## config.mk

```make
export PLATFORM = sky130hd
export DESIGN_NAME = plc_timer_counter_unit
export DESIGN_NICKNAME = d
export VERILOG_FILES = /design/src/pkg/plc_tc_pkg.sv /design/src/verilog/plc_timer_counter_unit.sv
export VERILOG_INCLUDE_DIRS = /design/src /design/src/pkg
export SDC_FILE = /design/constraint.sdc
export NUM_CORES = 1
export LEC_CHECK = 0
export BUFFER_PORTS_ARGS = -buffer_cell sky130_fd_sc_hd__buf_4
export CORE_MARGIN = 1
export CORE_UTILIZATION = 40
export DETAILED_ROUTE_END_ITERATION = 16
export PLACE_DENSITY = 0.54
export SYNTH_ARGS = -nofsm -noshare
export SYNTH_HDL_FRONTEND = slang
export SYNTH_SLANG_ARGS = --single-unit
```

## constraint.sdc

```tcl
create_clock -name clk_sys -period 5.1 [get_ports clk_sys]
set_input_delay 0.255 -clock clk_sys [delete_from_list [all_inputs] [get_ports clk_sys]]
set_output_delay 0.255 -clock clk_sys [all_outputs]
set_load 0.01 [all_outputs]
```

## src/pkg/plc_tc_regs.svh

```systemverilog
// Purpose: Register offsets, field positions, reset values and timing counts
// Assumes: 32-bit AXI4-Lite data, byte addresses
// Notes: Definitions only
`ifndef PLC_TC_REGS_SVH
`define PLC_TC_REGS_SVH
`define CTRL_OFS 8'h00
`define STAT_OFS 8'h04
`define TSET_OFS 8'h08
`define CSET_OFS 8'h0c
`define CPV_OFS 8'h10
`define HSET_OFS 8'h14
`define HPV_OFS 8'h18
`define TPV_OFS 8'h1c
`define DATA_OFS 8'h20
`define FMT_OFS 8'h24
`define CTRL_RUN 0
`define CTRL_HEN 1
`define CTRL_HCLR 2
`define CTRL_HDIR 3
`define CTRL_CCLR 4
`define CTRL_LATCH 5
`define CTRL_CSRC 6
`define CTRL_TB_LO 8
`define CTRL_GRP_LO 12
`define STAT_TDONE 0
`define STAT_CDONE 1
`define STAT_HDONE 2
`define CTRL_RST 32'h0000_0001
`define CLK_HZ 25000000
`define TB_1MS_US 1000
`define TB_CYC_1MS ((`CLK_HZ / 1000000) * `TB_1MS_US)
`endif

```

## src/pkg/plc_tc_pkg.sv

```systemverilog
// Purpose: Types shared by the timer and counter unit
// Assumes: Nothing beyond SystemVerilog
// Notes: Types only, constants live in the header
package plc_tc_pkg;
    typedef enum logic [1:0] {TB_1MS = 2'h0, TB_10MS = 2'h1, TB_100MS = 2'h2} time_base_t;
    typedef enum logic [1:0] {WR_IDLE = 2'h0, WR_RESP = 2'h1} wr_state_t;
    typedef struct packed {
        logic enable;
        logic clear;
        logic down;
    } hs_ctrl_t;
    typedef struct packed {
        logic [31:0] araddr;
        logic [31:0] awaddr;
    } axi_addr_t;
endpackage

```

## src/verilog/plc_timer_counter_unit.sv

```systemverilog
// Purpose: Timer, 16-bit up counter and 32-bit up/down high-speed counter
// Assumes: Count pins asynchronous, scan strobe from same-clock logic
// Notes: Notes on behaviour below
`timescale 1ns/100ps
`include "plc_tc_regs.svh"
`default_nettype none
module plc_timer_counter_unit #(
    parameter int TB_CYCLES_1MS = `TB_CYC_1MS
) (
    input wire logic clk_sys,
    input wire logic rstn,
    input wire logic clk_en,
    input wire logic power_good,
    input wire logic scan_end,
    input wire logic count_pin,
    input wire logic hs_pulse_pin,
    input wire logic [15:0] aux_bits,
    input wire logic [31:0] s_axi_awaddr,
    input wire logic s_axi_awvalid,
    output logic s_axi_awready,
    input wire logic [31:0] s_axi_wdata,
    input wire logic [3:0] s_axi_wstrb,
    input wire logic s_axi_wvalid,
    output logic s_axi_wready,
    output logic [1:0] s_axi_bresp,
    output logic s_axi_bvalid,
    input wire logic s_axi_bready,
    input wire logic [31:0] s_axi_araddr,
    input wire logic s_axi_arvalid,
    output logic s_axi_arready,
    output logic [31:0] s_axi_rdata,
    output logic [1:0] s_axi_rresp,
    output logic s_axi_rvalid,
    input wire logic s_axi_rready,
    output logic timer_contact,
    output logic count_contact,
    output logic hs_contact,
    output logic [15:0] aux_relays
);
    import plc_tc_pkg::*;

    // Pin synchronisers
    logic [1:0] cnt_sync_r, hs_sync_r, pg_sync_r;
    logic hs_prev_r;
    always_ff @(posedge clk_sys or negedge rstn) begin
        if (!rstn) begin
            cnt_sync_r <= 2'h0;
            hs_sync_r <= 2'h0;
            pg_sync_r <= 2'h0;
            hs_prev_r <= 1'b0;
        end else if (clk_en) begin
            cnt_sync_r <= {cnt_sync_r[0], count_pin};
            hs_sync_r <= {hs_sync_r[0], hs_pulse_pin};
            pg_sync_r <= {pg_sync_r[0], power_good};
            hs_prev_r <= hs_sync_r[1];
        end
    end
    wire logic power_ok = pg_sync_r[1];
    // 25 MHz sampling gives 50 samples per 500 kHz period
    wire logic hs_edge = hs_sync_r[1] & ~hs_prev_r;

    // Registers
    logic [31:0] ctrl_r, tset_r, cset_r, hset_r, data_r, fmt_r;
    logic [15:0] tpv_r, cpv_r;
    logic [31:0] hpv_r;
    logic t_done_r, c_done_r, h_done_r, c_pend_r;
    logic cnt_scan_r, cnt_prev_r;

    wire logic run = ctrl_r[`CTRL_RUN];
    wire logic latch_cnt = ctrl_r[`CTRL_LATCH];
    wire logic reg_src = ctrl_r[`CTRL_CSRC];
    wire logic c_clr = ctrl_r[`CTRL_CCLR];
    wire time_base_t tbase = time_base_t'(ctrl_r[`CTRL_TB_LO +: 2]);
    wire logic [1:0] grp_cnt = ctrl_r[`CTRL_GRP_LO +: 2];
    hs_ctrl_t hs;
    assign hs.enable = ctrl_r[`CTRL_HEN];
    assign hs.clear = ctrl_r[`CTRL_HCLR];
    assign hs.down = ctrl_r[`CTRL_HDIR];

    // Time base tick
    logic [31:0] ms_cnt_r;
    logic [6:0] sub_cnt_r;
    wire logic ms_tick = (ms_cnt_r == 32'(TB_CYCLES_1MS - 1));
    wire logic [6:0] sub_lim = (tbase == TB_100MS) ? 7'h63 : (tbase == TB_10MS) ? 7'h09 : 7'h00;
    wire logic tb_tick = ms_tick & (sub_cnt_r == sub_lim);
    always_ff @(posedge clk_sys or negedge rstn) begin
        if (!rstn) begin
            ms_cnt_r <= 32'h0;
            sub_cnt_r <= 7'h0;
        end else if (clk_en) begin
            ms_cnt_r <= ms_tick ? 32'h0 : ms_cnt_r + 32'h1;
            if (ms_tick)
                sub_cnt_r <= (sub_cnt_r == sub_lim) ? 7'h0 : sub_cnt_r + 7'h1;
        end
    end

    // Timer
    wire logic [15:0] tset = tset_r[15:0];
    always_ff @(posedge clk_sys or negedge rstn) begin
        if (!rstn) begin
            tpv_r <= 16'h0;
        end else if (clk_en) begin
            if (!run)
                tpv_r <= 16'h0;
            else if (tb_tick && tpv_r != tset)
                tpv_r <= tpv_r + 16'h1;
        end
    end
    wire logic t_hit = run & (tpv_r == tset);

    // General counter setting, constant is positive only
    wire logic [15:0] cset_raw = cset_r[15:0];
    wire logic [15:0] cset_pos = {1'b0, cset_raw[14:0]};
    wire logic [15:0] cset_sel = reg_src ? cset_raw : cset_pos;
    wire logic [15:0] cset_eff = (cset_sel == 16'h0) ? 16'h1 : cset_sel;
    // Signed setting: only a same-sign value is above, a positive one must wrap to reach it
    wire logic cpv_above = (cpv_r > cset_eff) & (~reg_src | (cpv_r[15] == cset_eff[15]));
    wire logic c_reached = (cpv_r == cset_eff) | c_done_r;
    wire logic cnt_edge = scan_end & cnt_scan_r & ~cnt_prev_r;

    always_ff @(posedge clk_sys or negedge rstn) begin
        if (!rstn) begin
            cnt_scan_r <= 1'b0;
            cnt_prev_r <= 1'b0;
        end else if (clk_en && scan_end) begin
            cnt_scan_r <= cnt_sync_r[1];
            cnt_prev_r <= cnt_scan_r;
        end
    end

    // Software writes
    wire logic aw_go = s_axi_awvalid & s_axi_wvalid & ~s_axi_bvalid;
    wire logic [7:0] waddr = s_axi_awaddr[7:0];
    wire logic [31:0] wmask = {{8{s_axi_wstrb[3]}}, {8{s_axi_wstrb[2]}},
                               {8{s_axi_wstrb[1]}}, {8{s_axi_wstrb[0]}}};
    function automatic logic [31:0] merge(input logic [31:0] old, input logic [31:0] nw,
                                           input logic [31:0] m);
        merge = (old & ~m) | (nw & m);
    endfunction
    wire logic wr_ctrl = aw_go & (waddr == `CTRL_OFS);
    wire logic wr_cpv = aw_go & (waddr == `CPV_OFS);
    wire logic wr_hpv = aw_go & (waddr == `HPV_OFS);
    wire logic wr_data = aw_go & (waddr == `DATA_OFS);
    wire logic [31:0] wr_cpv_val = merge({16'h0, cpv_r}, s_axi_wdata, wmask);

    always_ff @(posedge clk_sys or negedge rstn) begin
        if (!rstn) begin
            ctrl_r <= `CTRL_RST;
            tset_r <= 32'h0;
            cset_r <= 32'h0;
            hset_r <= 32'h0;
            fmt_r <= 32'h0;
        end else if (clk_en && aw_go) begin
            if (waddr == `CTRL_OFS)
                ctrl_r <= merge(ctrl_r, s_axi_wdata, wmask);
            if (waddr == `TSET_OFS)
                tset_r <= merge(tset_r, s_axi_wdata, wmask);
            if (waddr == `CSET_OFS)
                cset_r <= merge(cset_r, s_axi_wdata, wmask);
            if (waddr == `HSET_OFS)
                hset_r <= merge(hset_r, s_axi_wdata, wmask);
            if (waddr == `FMT_OFS)
                fmt_r <= merge(fmt_r, s_axi_wdata, wmask);
        end
    end

    // General counter: present value moves on the edge, contact at scan end
    always_ff @(posedge clk_sys or negedge rstn) begin
        if (!rstn) begin
            cpv_r <= 16'h0;
            c_pend_r <= 1'b0;
            c_done_r <= 1'b0;
        end else if (clk_en) begin
            if (!power_ok && !latch_cnt) begin
                cpv_r <= 16'h0;
                c_pend_r <= 1'b0;
                c_done_r <= 1'b0;
            end else if (!power_ok) begin
                cpv_r <= cpv_r;
            end else if (c_clr) begin
                cpv_r <= 16'h0;
                c_pend_r <= 1'b0;
                c_done_r <= 1'b0;
            end else begin
                if (wr_cpv)
                    cpv_r <= wr_cpv_val[15:0];
                else if (cnt_edge && cpv_above) begin
                    cpv_r <= cset_eff;
                    c_pend_r <= 1'b1;
                end else if (cnt_edge && !c_reached) begin
                    cpv_r <= cpv_r + 16'h1;
                    c_pend_r <= (cpv_r + 16'h1) == cset_eff;
                end
                if (scan_end && (c_pend_r || cpv_r == cset_eff))
                    c_done_r <= 1'b1;
            end
        end
    end

    // High-speed counter: contact reacts in the same cycle as the count
    wire logic [31:0] hpv_next = hs.down ? hpv_r - 32'h1 : hpv_r + 32'h1;
    wire logic hs_step = hs.enable & hs_edge & ~hs.clear;
    always_ff @(posedge clk_sys or negedge rstn) begin
        if (!rstn) begin
            hpv_r <= 32'h0;
            h_done_r <= 1'b0;
        end else if (clk_en) begin
            if (!power_ok) begin
                hpv_r <= 32'h0;
                h_done_r <= 1'b0;
            end else if (hs.clear) begin
                hpv_r <= 32'h0;
                h_done_r <= 1'b0;
            end else if (wr_hpv) begin
                hpv_r <= merge(hpv_r, s_axi_wdata, wmask);
            end else if (hs_step) begin
                hpv_r <= hpv_next;
                if (hpv_next == hset_r)
                    h_done_r <= ~hs.down;
            end
        end
    end

    // General data register and relays
    logic run_prev_r;
    always_ff @(posedge clk_sys or negedge rstn) begin
        if (!rstn) begin
            data_r <= 32'h0;
            run_prev_r <= 1'b0;
            aux_relays <= 16'h0;
        end else if (clk_en) begin
            run_prev_r <= run;
            if (!power_ok || (run_prev_r && !run))
                data_r <= 32'h0;
            else if (wr_data)
                data_r <= merge(data_r, s_axi_wdata, wmask);
            aux_relays <= power_ok ? aux_bits : 16'h0;
        end
    end

    // Timer contact registered at scan end
    always_ff @(posedge clk_sys or negedge rstn) begin
        if (!rstn)
            t_done_r <= 1'b0;
        else if (clk_en && scan_end)
            t_done_r <= t_hit;
    end

    // BCD view of the data register and bit group view of the relay outputs
    logic [15:0] bcd_val;
    logic [15:0] grp_val;
    genvar gi;
    generate
        for (gi = 0; gi < 4; gi++) begin : g_nib
            wire logic [3:0] nib = data_r[gi*4 +: 4];
            assign bcd_val[gi*4 +: 4] = (nib > 4'h9) ? 4'h9 : nib;
            assign grp_val[gi*4 +: 4] = (2'(gi) <= grp_cnt) ? aux_relays[gi*4 +: 4] : 4'h0;
        end
    endgenerate

    assign timer_contact = t_done_r;
    assign count_contact = c_done_r;
    assign hs_contact = h_done_r;

    // Write response
    always_ff @(posedge clk_sys or negedge rstn) begin
        if (!rstn)
            s_axi_bvalid <= 1'b0;
        else if (clk_en) begin
            if (aw_go)
                s_axi_bvalid <= 1'b1;
            else if (s_axi_bready)
                s_axi_bvalid <= 1'b0;
        end
    end
    assign s_axi_awready = aw_go;
    assign s_axi_wready = aw_go;
    assign s_axi_bresp = 2'h0;

    // Read path
    wire logic [7:0] raddr = s_axi_araddr[7:0];
    wire logic ar_go = s_axi_arvalid & ~s_axi_rvalid;
    wire logic [31:0] stat_val = {29'h0, h_done_r, c_done_r, t_done_r};
    wire logic [31:0] rd_mux =
        (raddr == `CTRL_OFS) ? ctrl_r :
        (raddr == `STAT_OFS) ? stat_val :
        (raddr == `TSET_OFS) ? tset_r :
        (raddr == `CSET_OFS) ? cset_r :
        (raddr == `CPV_OFS) ? {16'h0, cpv_r} :
        (raddr == `HSET_OFS) ? hset_r :
        (raddr == `HPV_OFS) ? hpv_r :
        (raddr == `TPV_OFS) ? {16'h0, tpv_r} :
        (raddr == `DATA_OFS) ? data_r :
        (raddr == `FMT_OFS) ? {grp_val, fmt_r[0] ? bcd_val : data_r[15:0]} : 32'h0;
    always_ff @(posedge clk_sys or negedge rstn) begin
        if (!rstn) begin
            s_axi_rvalid <= 1'b0;
            s_axi_rdata <= 32'h0;
        end else if (clk_en) begin
            if (ar_go) begin
                s_axi_rvalid <= 1'b1;
                s_axi_rdata <= rd_mux;
            end else if (s_axi_rready)
                s_axi_rvalid <= 1'b0;
        end
    end
    assign s_axi_arready = ar_go;
    assign s_axi_rresp = 2'h0;

    // Checks
    chk_clear_zeroes: assert property (@(posedge clk_sys) disable iff (!rstn)
        clk_en && power_ok && c_clr |=> cpv_r == 16'h0 && !c_done_r)
        else $error("counter clear did not zero");
    chk_cnt_stops: assert property (@(posedge clk_sys) disable iff (!rstn)
        c_done_r && !c_clr && !wr_cpv && power_ok |=> $stable(cpv_r) || !rstn)
        else $error("counter moved after reaching setting");
    chk_cnt_latch: assert property (@(posedge clk_sys) disable iff (!rstn)
        c_done_r && power_ok && !c_clr && clk_en |=> c_done_r)
        else $error("counter contact dropped");
    chk_hs_idle: assert property (@(posedge clk_sys) disable iff (!rstn)
        clk_en && !hs.enable && !hs.clear && !wr_hpv && power_ok |=> $stable(hpv_r))
        else $error("hs counter moved while disabled");
    chk_hs_clear: assert property (@(posedge clk_sys) disable iff (!rstn)
        clk_en && hs.clear |=> hpv_r == 32'h0)
        else $error("hs clear failed");
    chk_hs_up: assert property (@(posedge clk_sys) disable iff (!rstn)
        clk_en && hs_step && !hs.down && power_ok && !wr_hpv |=> hpv_r == $past(hpv_r) + 32'h1)
        else $error("hs up count wrong");
    chk_hs_contact: assert property (@(posedge clk_sys) disable iff (!rstn)
        clk_en && hs_step && power_ok && !wr_hpv && hpv_next == hset_r |=> h_done_r == !$past(hs.down))
        else $error("hs contact wrong at setting");
    chk_timer_eq: assert property (@(posedge clk_sys) disable iff (!rstn)
        clk_en && scan_end |=> timer_contact == $past(t_hit))
        else $error("timer contact mismatch");
    chk_data_stop: assert property (@(posedge clk_sys) disable iff (!rstn)
        clk_en && run_prev_r && !run |=> data_r == 32'h0)
        else $error("data not cleared on stop");
endmodule
`default_nettype wire

```

[After elaboration in Yosys (flattened, before gate mapping)]
Index checks and enable logic that the tools add are counted.
Word-level totals
  bits in registers: 359
  input bits: 128
Cells by class
  add/sub/neg operators: 6
  bitwise logic cells: 41
  equality and inequality tests: 32
  reduce and logical (&&, ||, !) cells: 40
  mux-type cells: 60
  order comparisons: 9
Operators by type and width (number)
  $mux 32: 18
  $and 32x32->32: 8
  $or 32x32->32: 7
  $mux 16: 12
  $add 32x1->32 const B: 2
  $eq 8x5->1 const B: 7
  $eq 16x16->1: 3
  $mux 4: 9
  $add 16x1->16 const B: 2
  $eq 32x15->1 const B: 1
  $eq 32x32->1: 1
  $eq 8x4->1 const B: 4
  $eq 8x6->1 const B: 4
  $not 32->32: 1
  $sub 32x1->32 const B: 1
  $reduce_and 2->1: 12
  $mux 1: 19
  $and 16x16->16: 1
  $gt 16x16->1: 1
  $gt 4x4->1 const B: 4
  $logic_not 16->1: 1
  $logic_not 8->1: 2
  $ne 16x16->1: 1
  $or 16x16->16: 1
  26 further kinds: 66

[Longest topological paths before layout]
  depth in word-level cells: 13
  mapped depth: 14

[Worst setup path after synthesis]
OpenSTA, ideal clock, no wires.
  path kind: reg-to-reg
  start point: register (tool-made name)
  end point: register h_done_r, in the netlist hs_contact
  data arrival time: 3.876 ns
  path slack: 1.096 ns
  library setup time: 0.128 ns
  buffers on the path: 1
  data required time: 4.972 ns
  stages on the path, launching flop included: 12
  cell sequence: dfrtp_1 ha_1 buf_6 a21o_1 a221o_2 a41oi_4 o21a_2 xnor2_1 xor2_1 or4_1 nor4_2 mux2_1
RTL lines
  end signal, assigned: RTL line plc_timer_counter_unit.sv:219  | h_done_r <= ~hs.down;
  end, declared: RTL line plc_timer_counter_unit.sv:66  | logic t_done_r, c_done_r, h_done_r, c_pend_r;

==> summary.md <==
| Metric | Value |
|---|---|
| Synth Warn # | 0 |
| Die ar. | 50830 um^2 |
| Largest net degree at the start of global routing | 160 |
| CTS root buffer | clkbuf_16 |
| # Post-CTS Setup Buffers | 0 |
| Initial Util | 0.4072 |
| Worst-Margin Slew | 1.033 ns |
| Min setup slack post-route | 0.6083 ns |
| Max clock buf depth | 3 |
| Routability Congestion | 0.9150 |
| Top cells by count, synth | dfrtp_1 (327), nand2_1 (205), mux2_2 (155), nor2_1 (147), o21ai_0 (142) |
| Top_reg_cell synth | dfrtp_1 |
| Req. time, crit path | 5.56 ns |
| Most common cell in the netlist | dfrtp_1 |
| Post-route insts no fill | 2945 |
| Leak | 10.60 nW |
| Routed vias | 17283 |
| IO buf count | 135 |
| Antenna-violating nets left | 0 |
| Layout Skew | 0.03657 ns |
| # fillers | 4748 |
| PnR Total Power | 6.907 mW |
| Share of flip-flops with an asynchronous set or reset | 1.000 |
| Initial antenna violation count | 0 |
| CTS tree | done |
| Final setup viols | 0 |
| Reg2reg end | hs_contact |
| Number of I/O pins | 188 |
| Worst Hold Class | input port to flop |
| Max cap viols | 0 |
| Inserted Clock Buffers | 40 |
| Setup CP Type | flop to flop |
| Hold path depth | 2 |
| Post-CTS sizing | 0 |
| Cell taking the most area after synthesis | dfrtp_1 |
| Slew Limit Fails | 0 |
| Core area | 49050 um^2 |
| Fin nets | 2431 |
| Critical Path Fanout Max | 15 |
| Final hold vios | 0 |
| Iteration-0 DRC Markers | 1575 |
| Area after DPL | 21630 um^2 |
| Post-synth EDFFs | 0 |
| Finished Core Util | 0.4767 |
| First-pass GRT wire length | 102700 um |
| Maximum clock frequency | 222.6 MHz |
| Die width | 225.5 um |
| Reg area | 8209 um^2 |
| Sequential-to-total area share from yosys stat | 0.4110 |
| Cell variety after synth | 89 |
| Post-layout min period | 4.492 ns |
| Layout cell share with drive strength beyond 1 | 0.1816 |
| Syn avg cell area | 9.440 um^2 |
| Cell count after synthesis | 2116 |
| Vias in the first global route | 16441 |
| Pwr dens | 295.4 nW/um^2 |
| Via density | 5.869 |
| Critical Path AT | 4.95 ns |
| Multi-input logic area | 11070 um^2 |
| Top cells by area, synth | dfrtp_1 (41%), mux2_2 (8.7%), xnor2_1 (4.5%) |
| Drc violations | 0 |
| Drt total wl | 67530 um |
| Total gr overflow | 0 |
| Worst Setup Start Kind | flop |
| Post-route cell area | 23380 um^2 |
| DP Worst Slack | 0.6530 ns |
| Reg2Reg Setup Slack | 0.61 ns |
| Period Utilization, post-route | 0.8807 |
| H-tree Lvls | 2 |
| Synth-to-layout area growth | 17.06% |
| Hold Slack | 0.02112 ns |
| Post-Syn Area | 19970 um^2 |
| Hold wc startpoint | s_axi_wdata[5] |
| Die Y | 225.5 um |
| DP HPWL | 50630 um |
| RSZ-0062 raised after global routing | false |
| R2R depth | 12 |
| Relative slew margins | 0.2936 |
| Reg clk slew, reported paths | 0.06 ns |
| Post-synth top area share | 0.4097 |
| Status | completed |
| Total Routing Usage GR | 0.2659 |
| #FFs+latches synth | 328 |
| DR pass1 iterations | 6 |
| TNS Setup | 0 ns |
| Rows | 81 |
| Dpl cells | 2829 |
| Routed WL per cell | 22.93 um |
| CTS sink count | 328 |
| Worst skew pair latency | 0.58 ns |
| Peak VDD IR | 0.1761 mV |
| Worst setup EP type | flop |
[layout make-up]
class / instances / share of cell area
Antenna cell: 1 / 0.0001070
Clock inverter: 14 / 0.007278
Tap cell: 664 / 0.03553
Inverter: 65 / 0.01044
Clock buffer: 58 / 0.04912
Timing Repair Buffer: 210 / 0.07288
Multi-Input combinational cell: 1605 / 0.4735
Sequential cell: 328 / 0.3511
[layer usage]
metal | global-route usage | up-vias | part of all wire
met5 | 0 | - | 0
met4 | 0.07439 | 0 | 0.026
met3 | 0.04068 | 98 | 0.064
met2 | 0.3942 | 570 | 0.43
met1 | 0.3980 | 8616 | 0.48
li1 | - | 7999 | -
[logic make-up (layout without fill, tap and decap cells)]
logic type,count (synthesis),after routing,synth area share
mux,216,216,0.1180
fa+ha+maj,53,53,0.03358
simple gates,643,643,0.1550
compound gates,539,539,0.1778
buf+inv,186,347,0.03658
xor+xnor,150,150,0.06790
flops,328,328,0.4110
other cells,1,5,0.0001877
[layout by cell type (no fill, tap or decap), types with 65 or more instances in the layout]
| cell | count |
|---|---|
| o21ai_0 | 142 |
| nand2_1 | 205 |
| a21oi_1 | 121 |
| mux2_2 | 155 |
| dfrtp_1 | 327 |
| nand3_1 | 72 |
| buf_4 | 165 |
| xnor2_1 | 102 |
| nor2_1 | 145 |
| inv_1 | 65 |
[worst max path at each step]
stage,to,cells after the start,slack [ns],start
floorplan,hs_contact,11,1.10,flop
global placement,hs_contact,12,0.69,flop
detailed placement,hs_contact,12,0.65,flop
CTS,hs_contact,12,0.67,flop
global route,hs_contact,12,0.42,flop
finish,hs_contact,12,0.61,flop
[critical path, cell delays in order (launching register included)]
cell and delay, ns:
dfrtp_1 0.76, buf_4 0.38, ha_1 0.49, nand2_1 0.13, o21ai_1 0.45, nor2_1 0.15
a2111oi_2 0.47, nor4_1 0.12, a21oi_1 0.17, o211ai_1 0.13, or4_1 0.49, nor4_2 0.31
mux2_1 0.34
[power by group]
| group | internal (mW) | switching [mW] | total, mW |
|---|---|---|---|
| combinational | 0.477 | 0.621 | 1.10 |
| sequential | 2.74 | 0.184 | 2.92 |
| clock | 1.72 | 1.17 | 2.89 |
[timing repair]
action / in CTS / in global routing
hold endpoints to repair: 179 / 0
endpoints found under the setup margin: 0 / 0
hold buffers: 43 / 0
Note: power is estimated with default switching activity, not from simulation.
